### config.mk
export PLATFORM = sky130hd
export DESIGN_NAME = tcf_core
export DESIGN_NICKNAME = d
export VERILOG_FILES = /design/src/hdl/tcf_pkg.sv /design/src/hdl/tcf_core.sv
export SDC_FILE = /design/constraint.sdc
export NUM_CORES = 1
export LEC_CHECK = 0
export BUFFER_PORTS_ARGS = -buffer_cell sky130_fd_sc_hd__buf_2
export CAP_MARGIN = 30
export CORE_UTILIZATION = 64
export DETAILED_ROUTE_END_ITERATION = 10
export GPL_ROUTABILITY_DRIVEN = 1
export GPL_TIMING_DRIVEN = 0
export PLACE_DENSITY_LB_ADDON = 0.1
export SETUP_SLACK_MARGIN = 0.15
export SLEW_MARGIN = 20
export SYNTH_ARGS = -nofsm -noshare
export SYNTH_HDL_FRONTEND = slang
export SYNTH_SLANG_ARGS = --single-unit
### constraint.sdc
create_clock -name CORE_CLK -period 5.02 [get_ports CORE_CLK]
set_input_delay 0.251 -clock CORE_CLK [delete_from_list [all_inputs] [get_ports CORE_CLK]]
set_output_delay 0.251 -clock CORE_CLK [all_outputs]
set_load 0.02 [all_outputs]
### src/hdl/tcf_pkg.sv
package tcf_pkg;
	// register indices; byte address is four times the index
	localparam logic [7:0] TCF_IDX_STATUS_CTRL = 8'h00;
	localparam logic [7:0] TCF_IDX_CNT_HIGH = 8'h01;
	localparam logic [7:0] TCF_IDX_CNT_LOW = 8'h02;
	localparam logic [7:0] TCF_IDX_FINAL_HIGH = 8'h03;
	localparam logic [7:0] TCF_IDX_FINAL_LOW = 8'h04;
	localparam logic [7:0] TCF_IDX_START_HIGH = 8'h05;
	localparam logic [7:0] TCF_IDX_START_LOW = 8'h06;
	localparam logic [7:0] TCF_IDX_MODE = 8'h07;
	localparam logic [7:0] TCF_IDX_FAULT_CTRL = 8'h29;
	// status/control field positions
	localparam int TCF_SC_PS_LSB = 0;
	localparam int TCF_SC_CLOCK_SOURCE_SELECT_LSB = 3;
	localparam int TCF_SC_CENTER_ALIGN_SELECT_BIT = 5;
	localparam int TCF_SC_TOF_BIT = 7;
	// mode field positions
	localparam int TCF_MODE_EXT_BIT = 0;
	localparam int TCF_MODE_WRITE_PROTECT_DISABLE_BIT = 2;
	// reset values and the all-ones compare word
	localparam logic [15:0] TCF_RST_WORD = 16'h0000;
	localparam logic [15:0] TCF_ALL_ONES = 16'hFFFF;
	localparam logic [7:0] TCF_RST_FAULT_CTRL = 8'h00;
	localparam logic [7:0] TCF_RST_MODE = 8'h04;
	localparam logic [2:0] TCF_RST_PS = 3'h0;

	typedef enum logic [1:0] {
		TCF_CLK_NONE,
		TCF_CLK_SYSTEM,
		TCF_CLK_FIXED,
		TCF_CLK_EXTERNAL
	} tcf_clk_src_e;

	typedef struct packed {
		logic [3:0] filter_enable;
		logic [3:0] input_enable;
	} tcf_fault_ctrl_s;

	typedef struct packed {
		logic [7:0] addr;
		logic [7:0] wdata;
		logic wr;
		logic rd;
	} tcf_bus_req_s;
endpackage

### src/hdl/tcf_core.sv
// Implementation choice: strobed register access.
`timescale 1ns/10ps
`default_nettype none
// Behaviour
// - fault enable and filter bits write only while write protect disable set
// - fault control bits 7..4 enable filters of fault inputs 3..0
// - fault control bits 3..0 enable fault inputs 3..0
// - everything runs on the single system clock
// - two-bit source select picks one of three clocks or none; resets to none
// - source select always accessible; stopping leaves counter and registers
// - external clock synchronised; must be at most quarter system clock
// - prescaler is a 7-bit counter set by three-bit prescale select
// - 16-bit counter advances at selected clock over prescaler
// - up mode loads start, increments to final, reloads start
// - up period is final minus start plus one counter clocks
// - up mode sets overflow flag on final to start transition
// - start value msb one gives signed counting from negative value
// - final equal start holds counter and flags overflow each tick
// - extended on with zero final and start keeps counter stopped at zero
// - start above final still operated without restriction
// - center align counts up to final then down to start
// - up-down period is twice final minus start counter clocks
// - up-down flags overflow moving from final to final minus one
// - writing either counter byte resets counter to start value
// - extended off with final zero or all ones runs free, flag on wrap
module tcf_core #(
	parameter int PRESCALE_WIDTH = 7
) (
	// clock and reset
	input wire logic CORE_CLK,
	input wire logic RESETN,
	// register port
	input wire logic [7:0] ADDR,
	input wire logic [7:0] WDATA,
	input wire logic WR,
	input wire logic RD,
	output logic [7:0] RDATA,
	// counter clock sources
	input wire logic FIXED_CLK_TICK,
	input wire logic EXT_CLK,
	// timer state to the channels and fault unit
	output logic [15:0] COUNT,
	output logic OVERFLOW,
	output tcf_pkg::tcf_fault_ctrl_s FAULT_CTRL
);
	import tcf_pkg::*;

	tcf_bus_req_s req;
	assign req = '{addr: ADDR, wdata: WDATA, wr: WR, rd: RD};

	logic [2:0] prescale_select_q;
	tcf_clk_src_e clock_source_select_q;
	logic center_align_select_q;
	logic overflow_flag_q;
	logic extended_features_enable_q;
	logic write_protect_disable_q;
	tcf_fault_ctrl_s fault_ctrl_q;
	logic [15:0] count_final_value_q;
	logic [15:0] count_start_value_q;
	logic [15:0] count_q, count_d;
	logic down_q, down_d;
	logic [7:0] rdata_q;
	logic ext_sync1_q, ext_sync2_q, ext_prev_q;
	logic [PRESCALE_WIDTH-1:0] presc_q;
	logic src_tick;
	logic adv;
	logic wrap_hit;
	logic free_run;
	logic stalled;
	logic cnt_write;
	// write decode strobes
	logic wr_sc;
	logic wr_final_hi;
	logic wr_final_lo;
	logic wr_start_hi;
	logic wr_start_lo;
	logic wr_mode;
	logic wr_fault;
	logic tof_clear;
	logic ext_rise;
	logic [PRESCALE_WIDTH-1:0] presc_mask;
	// counter helpers
	logic [15:0] count_inc;
	logic [15:0] count_dec;
	logic at_final;
	logic at_start;
	logic same_ends;
	logic [7:0] rd_mux;

	// two-stage synchroniser; only the second stage is read onward
	always_ff @(posedge CORE_CLK) begin
		if (!RESETN) begin
			ext_sync1_q <= 1'b0;
			ext_sync2_q <= 1'b0;
		end else begin
			ext_sync1_q <= EXT_CLK;
			ext_sync2_q <= ext_sync1_q;
		end
	end

	// history for the edge detect; idle low matches the pin at rest
	always_ff @(posedge CORE_CLK) begin
		if (!RESETN) begin
			ext_prev_q <= 1'b0;
		end else begin
			ext_prev_q <= ext_sync2_q;
		end
	end

	// one count per rising edge, three system clocks after the pin
	assign ext_rise = ext_sync2_q & ~ext_prev_q;

	// fixed tick is a system-domain strobe made by the integration
	always_comb begin
		unique case (clock_source_select_q)
			TCF_CLK_NONE: begin
				src_tick = 1'b0;
			end
			TCF_CLK_SYSTEM: begin
				src_tick = 1'b1;
			end
			TCF_CLK_FIXED: begin
				src_tick = FIXED_CLK_TICK;
			end
			TCF_CLK_EXTERNAL: begin
				src_tick = ext_rise;
			end
		endcase
	end

	// prescaler: advance when low select bits of the count are all ones
	always_ff @(posedge CORE_CLK) begin
		if (!RESETN) begin
			presc_q <= '0;
		end else if (src_tick) begin
			presc_q <= presc_q + 1'b1;
		end
	end

	// mask of the low select bits; all ones there ends one division
	always_comb begin
		presc_mask = '0;
		for (int i = 0; i < PRESCALE_WIDTH; i++) begin
			presc_mask[i] = (i < int'(prescale_select_q));
		end
	end

	assign adv = src_tick &&
		((presc_q & presc_mask) == presc_mask);

	// register write decode, one strobe per target
	assign wr_sc = req.wr && req.addr == TCF_IDX_STATUS_CTRL;
	assign wr_final_hi = req.wr && req.addr == TCF_IDX_FINAL_HIGH;
	assign wr_final_lo = req.wr && req.addr == TCF_IDX_FINAL_LOW;
	assign wr_start_hi = req.wr && req.addr == TCF_IDX_START_HIGH;
	assign wr_start_lo = req.wr && req.addr == TCF_IDX_START_LOW;
	assign wr_mode = req.wr && req.addr == TCF_IDX_MODE;
	assign wr_fault = req.wr && req.addr == TCF_IDX_FAULT_CTRL;
	assign tof_clear = wr_sc && !req.wdata[TCF_SC_TOF_BIT];
	assign cnt_write = req.wr &&
		(req.addr == TCF_IDX_CNT_HIGH || req.addr == TCF_IDX_CNT_LOW);
	assign free_run = !extended_features_enable_q &&
		(count_final_value_q == TCF_RST_WORD ||
		count_final_value_q == TCF_ALL_ONES);
	assign stalled = extended_features_enable_q &&
		count_final_value_q == TCF_RST_WORD &&
		count_start_value_q == TCF_RST_WORD;

	// shared compares and steps for both counting modes
	assign same_ends = count_final_value_q == count_start_value_q;
	assign at_final = count_q == count_final_value_q;
	assign at_start = count_q == count_start_value_q;
	assign count_inc = count_q + 16'h0001;
	assign count_dec = count_q - 16'h0001;

	// next count and direction
	always_comb begin
		count_d = count_q;
		down_d = down_q;
		wrap_hit = 1'b0;
		if (cnt_write) begin
			count_d = count_start_value_q;
			down_d = 1'b0;
		end else if (adv && !stalled) begin
			if (free_run) begin
				count_d = count_inc;
				wrap_hit = (count_q == TCF_ALL_ONES);
			end else if (same_ends) begin
				count_d = count_start_value_q;
				wrap_hit = 1'b1;
			end else if (!center_align_select_q) begin
				// plain equality compare works for signed and start>final
				if (at_final) begin
					count_d = count_start_value_q;
					wrap_hit = 1'b1;
				end else begin
					count_d = count_inc;
				end
			end else begin
				if (!down_q && at_final) begin
					count_d = count_dec;
					down_d = 1'b1;
					wrap_hit = 1'b1;
				end else if (down_q && at_start) begin
					count_d = count_inc;
					down_d = 1'b0;
				end else if (down_q) begin
					count_d = count_dec;
				end else begin
					count_d = count_inc;
				end
			end
		end
	end

	always_ff @(posedge CORE_CLK) begin
		if (!RESETN) begin
			count_q <= TCF_RST_WORD;
		end else begin
			count_q <= count_d;
		end
	end

	// direction only matters in center-aligned counting
	always_ff @(posedge CORE_CLK) begin
		if (!RESETN) begin
			down_q <= 1'b0;
		end else begin
			down_q <= down_d;
		end
	end

	// overflow flag: set beats the software clear in the same cycle
	always_ff @(posedge CORE_CLK) begin
		if (!RESETN) begin
			overflow_flag_q <= 1'b0;
		end else if (wrap_hit) begin
			overflow_flag_q <= 1'b1;
		end else if (tof_clear) begin
			overflow_flag_q <= 1'b0;
		end
	end

	// source select on its own; stopping touches nothing else
	always_ff @(posedge CORE_CLK) begin
		if (!RESETN) begin
			clock_source_select_q <= TCF_CLK_NONE;
		end else if (wr_sc) begin
			clock_source_select_q <= tcf_clk_src_e'(
				req.wdata[TCF_SC_CLOCK_SOURCE_SELECT_LSB +: 2]);
		end
	end

	// divider and counting mode share the status/control byte
	always_ff @(posedge CORE_CLK) begin
		if (!RESETN) begin
			prescale_select_q <= TCF_RST_PS;
			center_align_select_q <= 1'b0;
		end else if (wr_sc) begin
			prescale_select_q <= req.wdata[TCF_SC_PS_LSB +: 3];
			center_align_select_q <= req.wdata[TCF_SC_CENTER_ALIGN_SELECT_BIT];
		end
	end

	// high and low bytes land independently; no latching of pairs
	always_ff @(posedge CORE_CLK) begin
		if (!RESETN) begin
			count_final_value_q <= TCF_RST_WORD;
		end else if (wr_final_hi) begin
			count_final_value_q[15:8] <= req.wdata;
		end else if (wr_final_lo) begin
			count_final_value_q[7:0] <= req.wdata;
		end
	end

	always_ff @(posedge CORE_CLK) begin
		if (!RESETN) begin
			count_start_value_q <= TCF_RST_WORD;
		end else if (wr_start_hi) begin
			count_start_value_q[15:8] <= req.wdata;
		end else if (wr_start_lo) begin
			count_start_value_q[7:0] <= req.wdata;
		end
	end

	// write protect disable comes out of reset set, so firmware may configure
	always_ff @(posedge CORE_CLK) begin
		if (!RESETN) begin
			write_protect_disable_q <= TCF_RST_MODE[TCF_MODE_WRITE_PROTECT_DISABLE_BIT];
		end else if (wr_mode) begin
			write_protect_disable_q <= req.wdata[TCF_MODE_WRITE_PROTECT_DISABLE_BIT];
		end
	end

	// extended features gate the stopped-at-zero and free-run cases
	always_ff @(posedge CORE_CLK) begin
		if (!RESETN) begin
			extended_features_enable_q <= TCF_RST_MODE[TCF_MODE_EXT_BIT];
		end else if (wr_mode) begin
			extended_features_enable_q <= req.wdata[TCF_MODE_EXT_BIT];
		end
	end

	// fault enables feed the fault unit directly
	always_ff @(posedge CORE_CLK) begin
		if (!RESETN) begin
			fault_ctrl_q <= TCF_RST_FAULT_CTRL;
		end else if (wr_fault && write_protect_disable_q) begin
			fault_ctrl_q <= req.wdata;
		end
	end

	// read mux kept combinational; only its registered copy leaves
	always_comb begin
		unique case (req.addr)
			TCF_IDX_STATUS_CTRL: begin
				// flag, spare zero, mode, source, divider
				rd_mux = {overflow_flag_q, 1'b0, center_align_select_q,
					clock_source_select_q, prescale_select_q};
			end
			TCF_IDX_CNT_HIGH: begin
				rd_mux = count_q[15:8];
			end
			TCF_IDX_CNT_LOW: begin
				rd_mux = count_q[7:0];
			end
			TCF_IDX_FINAL_HIGH: begin
				rd_mux = count_final_value_q[15:8];
			end
			TCF_IDX_FINAL_LOW: begin
				rd_mux = count_final_value_q[7:0];
			end
			TCF_IDX_START_HIGH: begin
				rd_mux = count_start_value_q[15:8];
			end
			TCF_IDX_START_LOW: begin
				rd_mux = count_start_value_q[7:0];
			end
			TCF_IDX_MODE: begin
				rd_mux = {5'h00, write_protect_disable_q, 1'b0,
					extended_features_enable_q};
			end
			TCF_IDX_FAULT_CTRL: begin
				rd_mux = fault_ctrl_q;
			end
			default: begin
				rd_mux = 8'h00;
			end
		endcase
	end

	// read data valid the cycle after the strobe only
	always_ff @(posedge CORE_CLK) begin
		if (!RESETN) begin
			rdata_q <= 8'h00;
		end else if (req.rd) begin
			rdata_q <= rd_mux;
		end else begin
			rdata_q <= 8'h00;
		end
	end

	// outputs straight from flops

	assign RDATA = rdata_q;
	assign COUNT = count_q;
	assign OVERFLOW = overflow_flag_q;
	assign FAULT_CTRL = fault_ctrl_q;
endmodule // tcf_core
`default_nettype wire

==> results.sh, run 1 <==
export IMPL_yosysWarnings=0
export IMPL_critical_path_class="flop to flop"
export IMPL_final_min_clock_period_ns=3.77
export IMPL_place_area_um2=5660
export IMPL_vias=6079
export IMPL_min_path_cells=2
export IMPL_grt_max_degree=16
export IMPL_cts_clk_slew_worst_paths_ns=0.10
export IMPL_p_leak_nw=2.14
export IMPL_fin_area_um2=5860
export IMPL_vdd_drop_max_mv=0.186
export IMPL_cts_max_path_buffers=2
export IMPL_first_global_vias=5612
export IMPL_die_h_um=92.5
export IMPL_r2r_cells=8
export IMPL_worstPathArrival_ns=3.98
export IMPL_die_x_um=92.5
export IMPL_drtIter0Drc=905
export IMPL_critPathRequiredTime_ns=5.22
export IMPL_cts_tree="done"
export IMPL_fp_coreArea_um2=7810
export IMPL_drc=0
export IMPL_final_antenna_net_count=0
export IMPL_postCtsHoldBufs=0
export IMPL_comb_power_share_pct=6.0
export IMPL_switching_power_mw=0.329
export IMPL_p_sw_share_pct=26.3
export IMPL_skew_ns=0.0113
export IMPL_via_per_inst=7.12
export IMPL_n_antenna_cell=0
export IMPL_drt_first_pass_iters=6
export IMPL_ys_ff_latch=84
export IMPL_nNetsFinal=772
export IMPL_path_max_fanout=10
export IMPL_post_cts_buffers=0
export IMPL_fin_tns_setup_ns=0
export IMPL_final_common_cell="dfxtp_1"
export IMPL_fmax_ghz=0.265
export IMPL_cp_start_kind="flop"
export IMPL_drive_gt1_share_pct=12.0
export IMPL_antenna_found_initial=0
export IMPL_rows=32
export IMPL_ys_async_sr_fraction_pct=0
export IMPL_avgSynthCellArea_um2=7.70
export IMPL_hold_viol=0
export IMPL_rsz0062_at_grt="false"
export IMPL_post_route_period_util_pct=75.1
export IMPL_seqPwrFrac_pct=53.4
export IMPL_synth_nets=705
export IMPL_min_path_type="primary input to flop"
export IMPL_maxCapViolations=0
export IMPL_ctsResizeCount=0
export IMPL_power_density_nw_per_um2=214
export IMPL_clock_latency_ns=0.36
export IMPL_synthFlopType="dfxtp_1"
export IMPL_synthDistinctLibCells=63
export IMPL_dp_hpwl_um=14100
export IMPL_wl_per_cell_um=23.3
export IMPL_ios=55
export IMPL_status="complete, no violations"
export IMPL_grt_pass1_wl_um=30500
export IMPL_io_buffer_count=53
export IMPL_cts_htree_levels=3
export IMPL_slew_limit_headroom_pct=38.8
export IMPL_cts_root_buffer="clkbuf_8"
export IMPL_mostFrequentLayoutCells="84 x dfxtp_1, 61 x nand2_1, 61 x clkbuf_1"
export IMPL_die_area_um2=8550
export IMPL_numCtsBuffers=9
export IMPL_crit_path_end_kind="flop"
export IMPL_drv_slew=0
export IMPL_drt_wl_total_um=19900
export IMPL_internal_power_mw=0.923
export IMPL_grt_overflow_total=0
export IMPL_totalPowerFinal_mw=1.25
export IMPL_fillers=607
export IMPL_ys_seq_area_share_pct=32.1
export IMPL_grt_total_usage_pct=47.3
export IMPL_clock_sinks=84
export IMPL_setup_viol=0
export IMPL_synth_cell_area_um2=5240
export IMPL_worstMarginPinSlew_ns=0.911
export IMPL_holdWs_ns=0.103
export IMPL_areaGrowthSynthToFinish_pct=11.9
export IMPL_gp_congestion=1.09
export IMPL_synth_edff_count=0
export IMPL_syn_inst=680
export IMPL_start_util_pct=67.1
export IMPL_clock_power_share_pct=40.6
[critical path, stage by stage (launching register included)]
cell,delay [ns]
dfxtp_1,0.37
clkbuf_1,0.56
nand4_1,0.49
nor4_1,0.82
nand4_1,0.21
xor2_1,0.31
mux2i_1,0.13
a2111oi_0,0.54
o32ai_1,0.19
[kinds of logic after synthesis]
kind of cell	count (synthesis)	share of synthesized area [%]
and+or+nand+nor	265	25.7
muxes	23	4.40
buffers and inverters	83	6.14
xor gates and xnor gates	58	9.70
adders and majority gates	3	0.717
DFF	84	32.1
AOI/OAI and AO/OA	164	21.3
[through the flow]
step / util, % / setup WS, ns / instances
after floorplan: - / 1.95 / 680
after global placement: 72.1 / 1.53 / 835
after detailed placement: 72.5 / 1.49 / 837
after CTS: 75.0 / 1.46 / 853
after global routing: 75.1 / 0.993 / 854
final: 75.1 / 1.25 / 854
[cells in the mapped netlist, drive strengths merged (16+ instances only)]
cell type | count | area, µm²
nor2 | 55 | 211
xor2 | 23 | 201
a211oi | 17 | 133
mux2i | 23 | 230
a21oi | 46 | 234
xnor2 | 35 | 307
dfxtp | 84 | 1680
clkbuf | 60 | 225
nand4 | 23 | 144
nand2 | 61 | 229
nand3 | 46 | 230
nor3 | 18 | 106
o21ai | 19 | 95.1
nor4 | 20 | 131
a22oi | 16 | 120
[power by group through the flow]
| stage | Combinational (mW) | Clock (mW) | Sequential (mW) |
|---|---|---|---|
| 2_1_floorplan | 0.0365 | 0 | 0.684 |
| 3_3_place_gp | 0.0675 | 0 | 0.684 |
| 3_5_place_dp | 0.0703 | 0 | 0.684 |
| 4_1_cts | 0.0705 | 0.500 | 0.668 |
| 5_1_grt | 0.0782 | 0.527 | 0.669 |
| 6_report | 0.0753 | 0.509 | 0.668 |
[cell type report]
cell class	count	area, µm²	area share (%)
plain buffers	71	277	4.72
clock buffers	10	128	2.18
clock inverters	6	71.3	1.22
inverters	12	45.0	0.768
multi-input cells	513	3250	55.4
flip-flops and latches	84	1680	28.7
well taps	102	128	2.18
repair buffers	56	285	4.87
[final timing paths]
check	startpoint	endpoint	slack [ns]
setup / recovery	COUNT[1]	COUNT[15]	1.25
hold reg to reg	ext_sync1_q	ext_sync2_q	0.45
hold / removal	EXT_CLK	ext_sync1_q	0.10
setup reg to reg	COUNT[1]	COUNT[15]	1.25
[flip-flops by register name, indices dropped and copies added, names as in the netlist]
register / count
down_q: 1
write_protect_disable_q: 1
clock_source_select_q: 2
prescale_select_q: 3
count_final_value_q: 16
COUNT: 16
FAULT_CTRL: 8
OVERFLOW: 1
ext_sync2_q: 1
center_align_select_q: 1
ext_sync1_q: 1
count_start_value_q: 16
extended_features_enable_q: 1
RDATA: 8
presc_q: 7
ext_prev_q: 1
[metal layers]
layer	vias up	share of wire, %	GRT usage, %
li1	2604	-	-
met1	2746	37	62.3
met2	599	41	68.8
met3	130	17	14.3
met4	0	5.3	25.7
met5	-	0	0
No activity file was read; power rests on OpenSTA's default activity.
==> inputs of run 2 (changes only) <==
- CORE_UTILIZATION: 64 -> 60
- clock period: 5.02 -> 3.5 ns (I/O delays scaled with it)
==> run 2 against run 1 <==
Final cell count grew 0.70%. Routed wire length fell by 1.8%. Final area grew 1.9%. Largest cell class unchanged.
==> results.sh, run 2 (same netlist as run 1, synthesis figures left out) <==
export IMPL_status="complete, no violations"
export IMPL_gp_congestion=1.01
export IMPL_instances_no_fill=860
export IMPL_power_density_nw_per_um2=292
export IMPL_clock_latency_ns=0.38
export IMPL_seqPwrFrac_pct=55.0
export IMPL_cp_start_kind="flop"
export IMPL_numCtsBuffers=9
export IMPL_final_min_clock_period_ns=3.35
export IMPL_via_per_inst=6.96
export IMPL_n_antenna_cell=0
export IMPL_drv_slew=0
export IMPL_holdWs_ns=0.00327
export IMPL_comb_power_share_pct=6.4
export IMPL_hold_start="EXT_CLK"
export IMPL_drtIter0Drc=772
export IMPL_areaGrowthSynthToFinish_pct=14.0
export IMPL_min_path_type="primary input to flop"
export IMPL_skew_ns=0.0176
export IMPL_dpl_cell_count=840
export IMPL_worstPathArrival_ns=3.63
export IMPL_drc=0
export IMPL_critPathRequiredTime_ns=3.77
export IMPL_critical_path_class="flop to flop"
export IMPL_wl_per_cell_um=22.7
export IMPL_dp_hpwl_um=14100
export IMPL_fin_ws_ns=0.147
export IMPL_rows=33
export IMPL_antenna_found_initial=0
export IMPL_fp_coreArea_um2=8340
export IMPL_rsz0062_at_grt="true"
export IMPL_ios=55
export IMPL_dp_slack_ns=-0.138
export IMPL_switching_power_mw=0.487
export IMPL_hold_viol=0
export IMPL_die_x_um=95.4
export IMPL_grt_pass1_wl_um=29200
export IMPL_postCtsHoldBufs=0
export IMPL_drt_first_pass_iters=6
export IMPL_cts_htree_levels=3
export IMPL_r2r_start="COUNT[6]"
export IMPL_start_util_pct=62.8
export IMPL_fin_area_um2=5970
export IMPL_maxCapViolations=0
export IMPL_crit_path_end_kind="flop"
export IMPL_slew_limit_headroom_pct=36.3
export IMPL_cts_root_buffer="clkbuf_8"
export IMPL_grt_overflow_total=0
export IMPL_mostFrequentLayoutCells="84 x dfxtp_1, 61 x nand2_1, 61 x buf_2"
export IMPL_reg2reg_to="COUNT[12]"
export IMPL_r2r_slack_ns=0.15
export IMPL_die_h_um=95.4
export IMPL_vdd_drop_max_mv=0.255
export IMPL_worstMarginPinSlew_ns=0.947
export IMPL_drive_gt1_share_pct=15.0
export IMPL_min_to="ext_sync1_q"
export IMPL_path_max_fanout=9
export IMPL_first_global_vias=5424
export IMPL_io_buffer_count=53
export IMPL_die_area_um2=9110
export IMPL_grt_max_degree=17
export IMPL_final_common_cell="dfxtp_1"
export IMPL_totalPowerFinal_mw=1.74
export IMPL_setup_viol=0
export IMPL_p_leak_nw=2.18
export IMPL_clock_sinks=84
export IMPL_grt_total_usage_pct=43.7
export IMPL_vias=5982
export IMPL_post_route_period_util_pct=95.8
export IMPL_drt_wl_total_um=19500
export IMPL_nNetsFinal=775
export IMPL_cts_max_path_buffers=2
export IMPL_min_path_cells=2
export IMPL_cts_tree="done"
export IMPL_r2r_cells=9
export IMPL_p_sw_share_pct=27.9
export IMPL_fmax_ghz=0.298
export IMPL_cts_clk_slew_worst_paths_ns=0.10
export IMPL_fillers=702
export IMPL_internal_power_mw=1.26
export IMPL_final_antenna_net_count=0
export IMPL_place_area_um2=5660
export IMPL_clock_power_share_pct=38.7
[run 2: timing repair]
action / 4_1_cts / 5_1_grt
gates resized for setup: 9 / 21
pin swaps: 0 / 1
buffers inserted: 0 / 3
endpoints found under the setup margin: 13 / 13
[run 2: layer usage]
| layer | global-route usage [%] | vias up | wire [µm] |
|---|---|---|---|
| li1 | - | 2621 | - |
| met1 | 58.2 | 2773 | 7670 |
| met2 | 63.8 | 501 | 8210 |
| met3 | 13.2 | 87 | 2800 |
| met4 | 21.6 | 0 | 859 |
| met5 | 0 | - | 0 |
[run 2: power by group through the flow]
stage                     combinational, mW  clock (mW)  sequential [mW]
after floorplan                      0.0523           0            0.981
after global placement               0.0975           0            0.981
after detailed placement              0.101           0            0.981
after CTS                             0.103       0.666            0.959
after global routing                  0.115       0.707            0.959
final                                 0.111       0.674            0.959
[run 2: worst max-delay path by stage]
stage	endpoint	cells after the start	start
detailed placement	COUNT[14]	10	COUNT[0]
CTS	COUNT[12]	9	COUNT[8]
global placement	COUNT[14]	10	COUNT[0]
finish	COUNT[12]	9	COUNT[6]
global route	COUNT[9]	10	COUNT[5]
floorplan	COUNT[10]	11	COUNT[0]
[run 2: critical path: stages (launching register included)]
cell       delay [ns]
dfxtp_1          0.34
clkbuf_1         0.45
xor2_1           0.14
nor4_1           0.49
a41oi_1          0.30
a2111oi_4        0.52
nand2_1          0.33
o41ai_1          0.34
o211ai_1         0.15
o2111a_1         0.19
[run 2: cell type report]
class / count / area [µm²] / share of cell area (%)
multi-input combinational: 513 / 3340 / 55.9
sequential: 84 / 1680 / 28.2
inverter: 12 / 45.0 / 0.754
timing repair buffer: 59 / 305 / 5.11
buffer: 71 / 290 / 4.86
tap: 105 / 131 / 2.20
clock inverter: 7 / 58.8 / 0.984
clock buffer: 9 / 124 / 2.07
[run 2: per-stage QoR]
stage	util [%]	setup TNS [ns]
6_report	71.6	0
5_1_grt	71.6	0
4_1_cts	70.6	0
3_5_place_dp	67.9	-0.223
3_3_place_gp	67.6	-0.175
2_1_floorplan	-	0
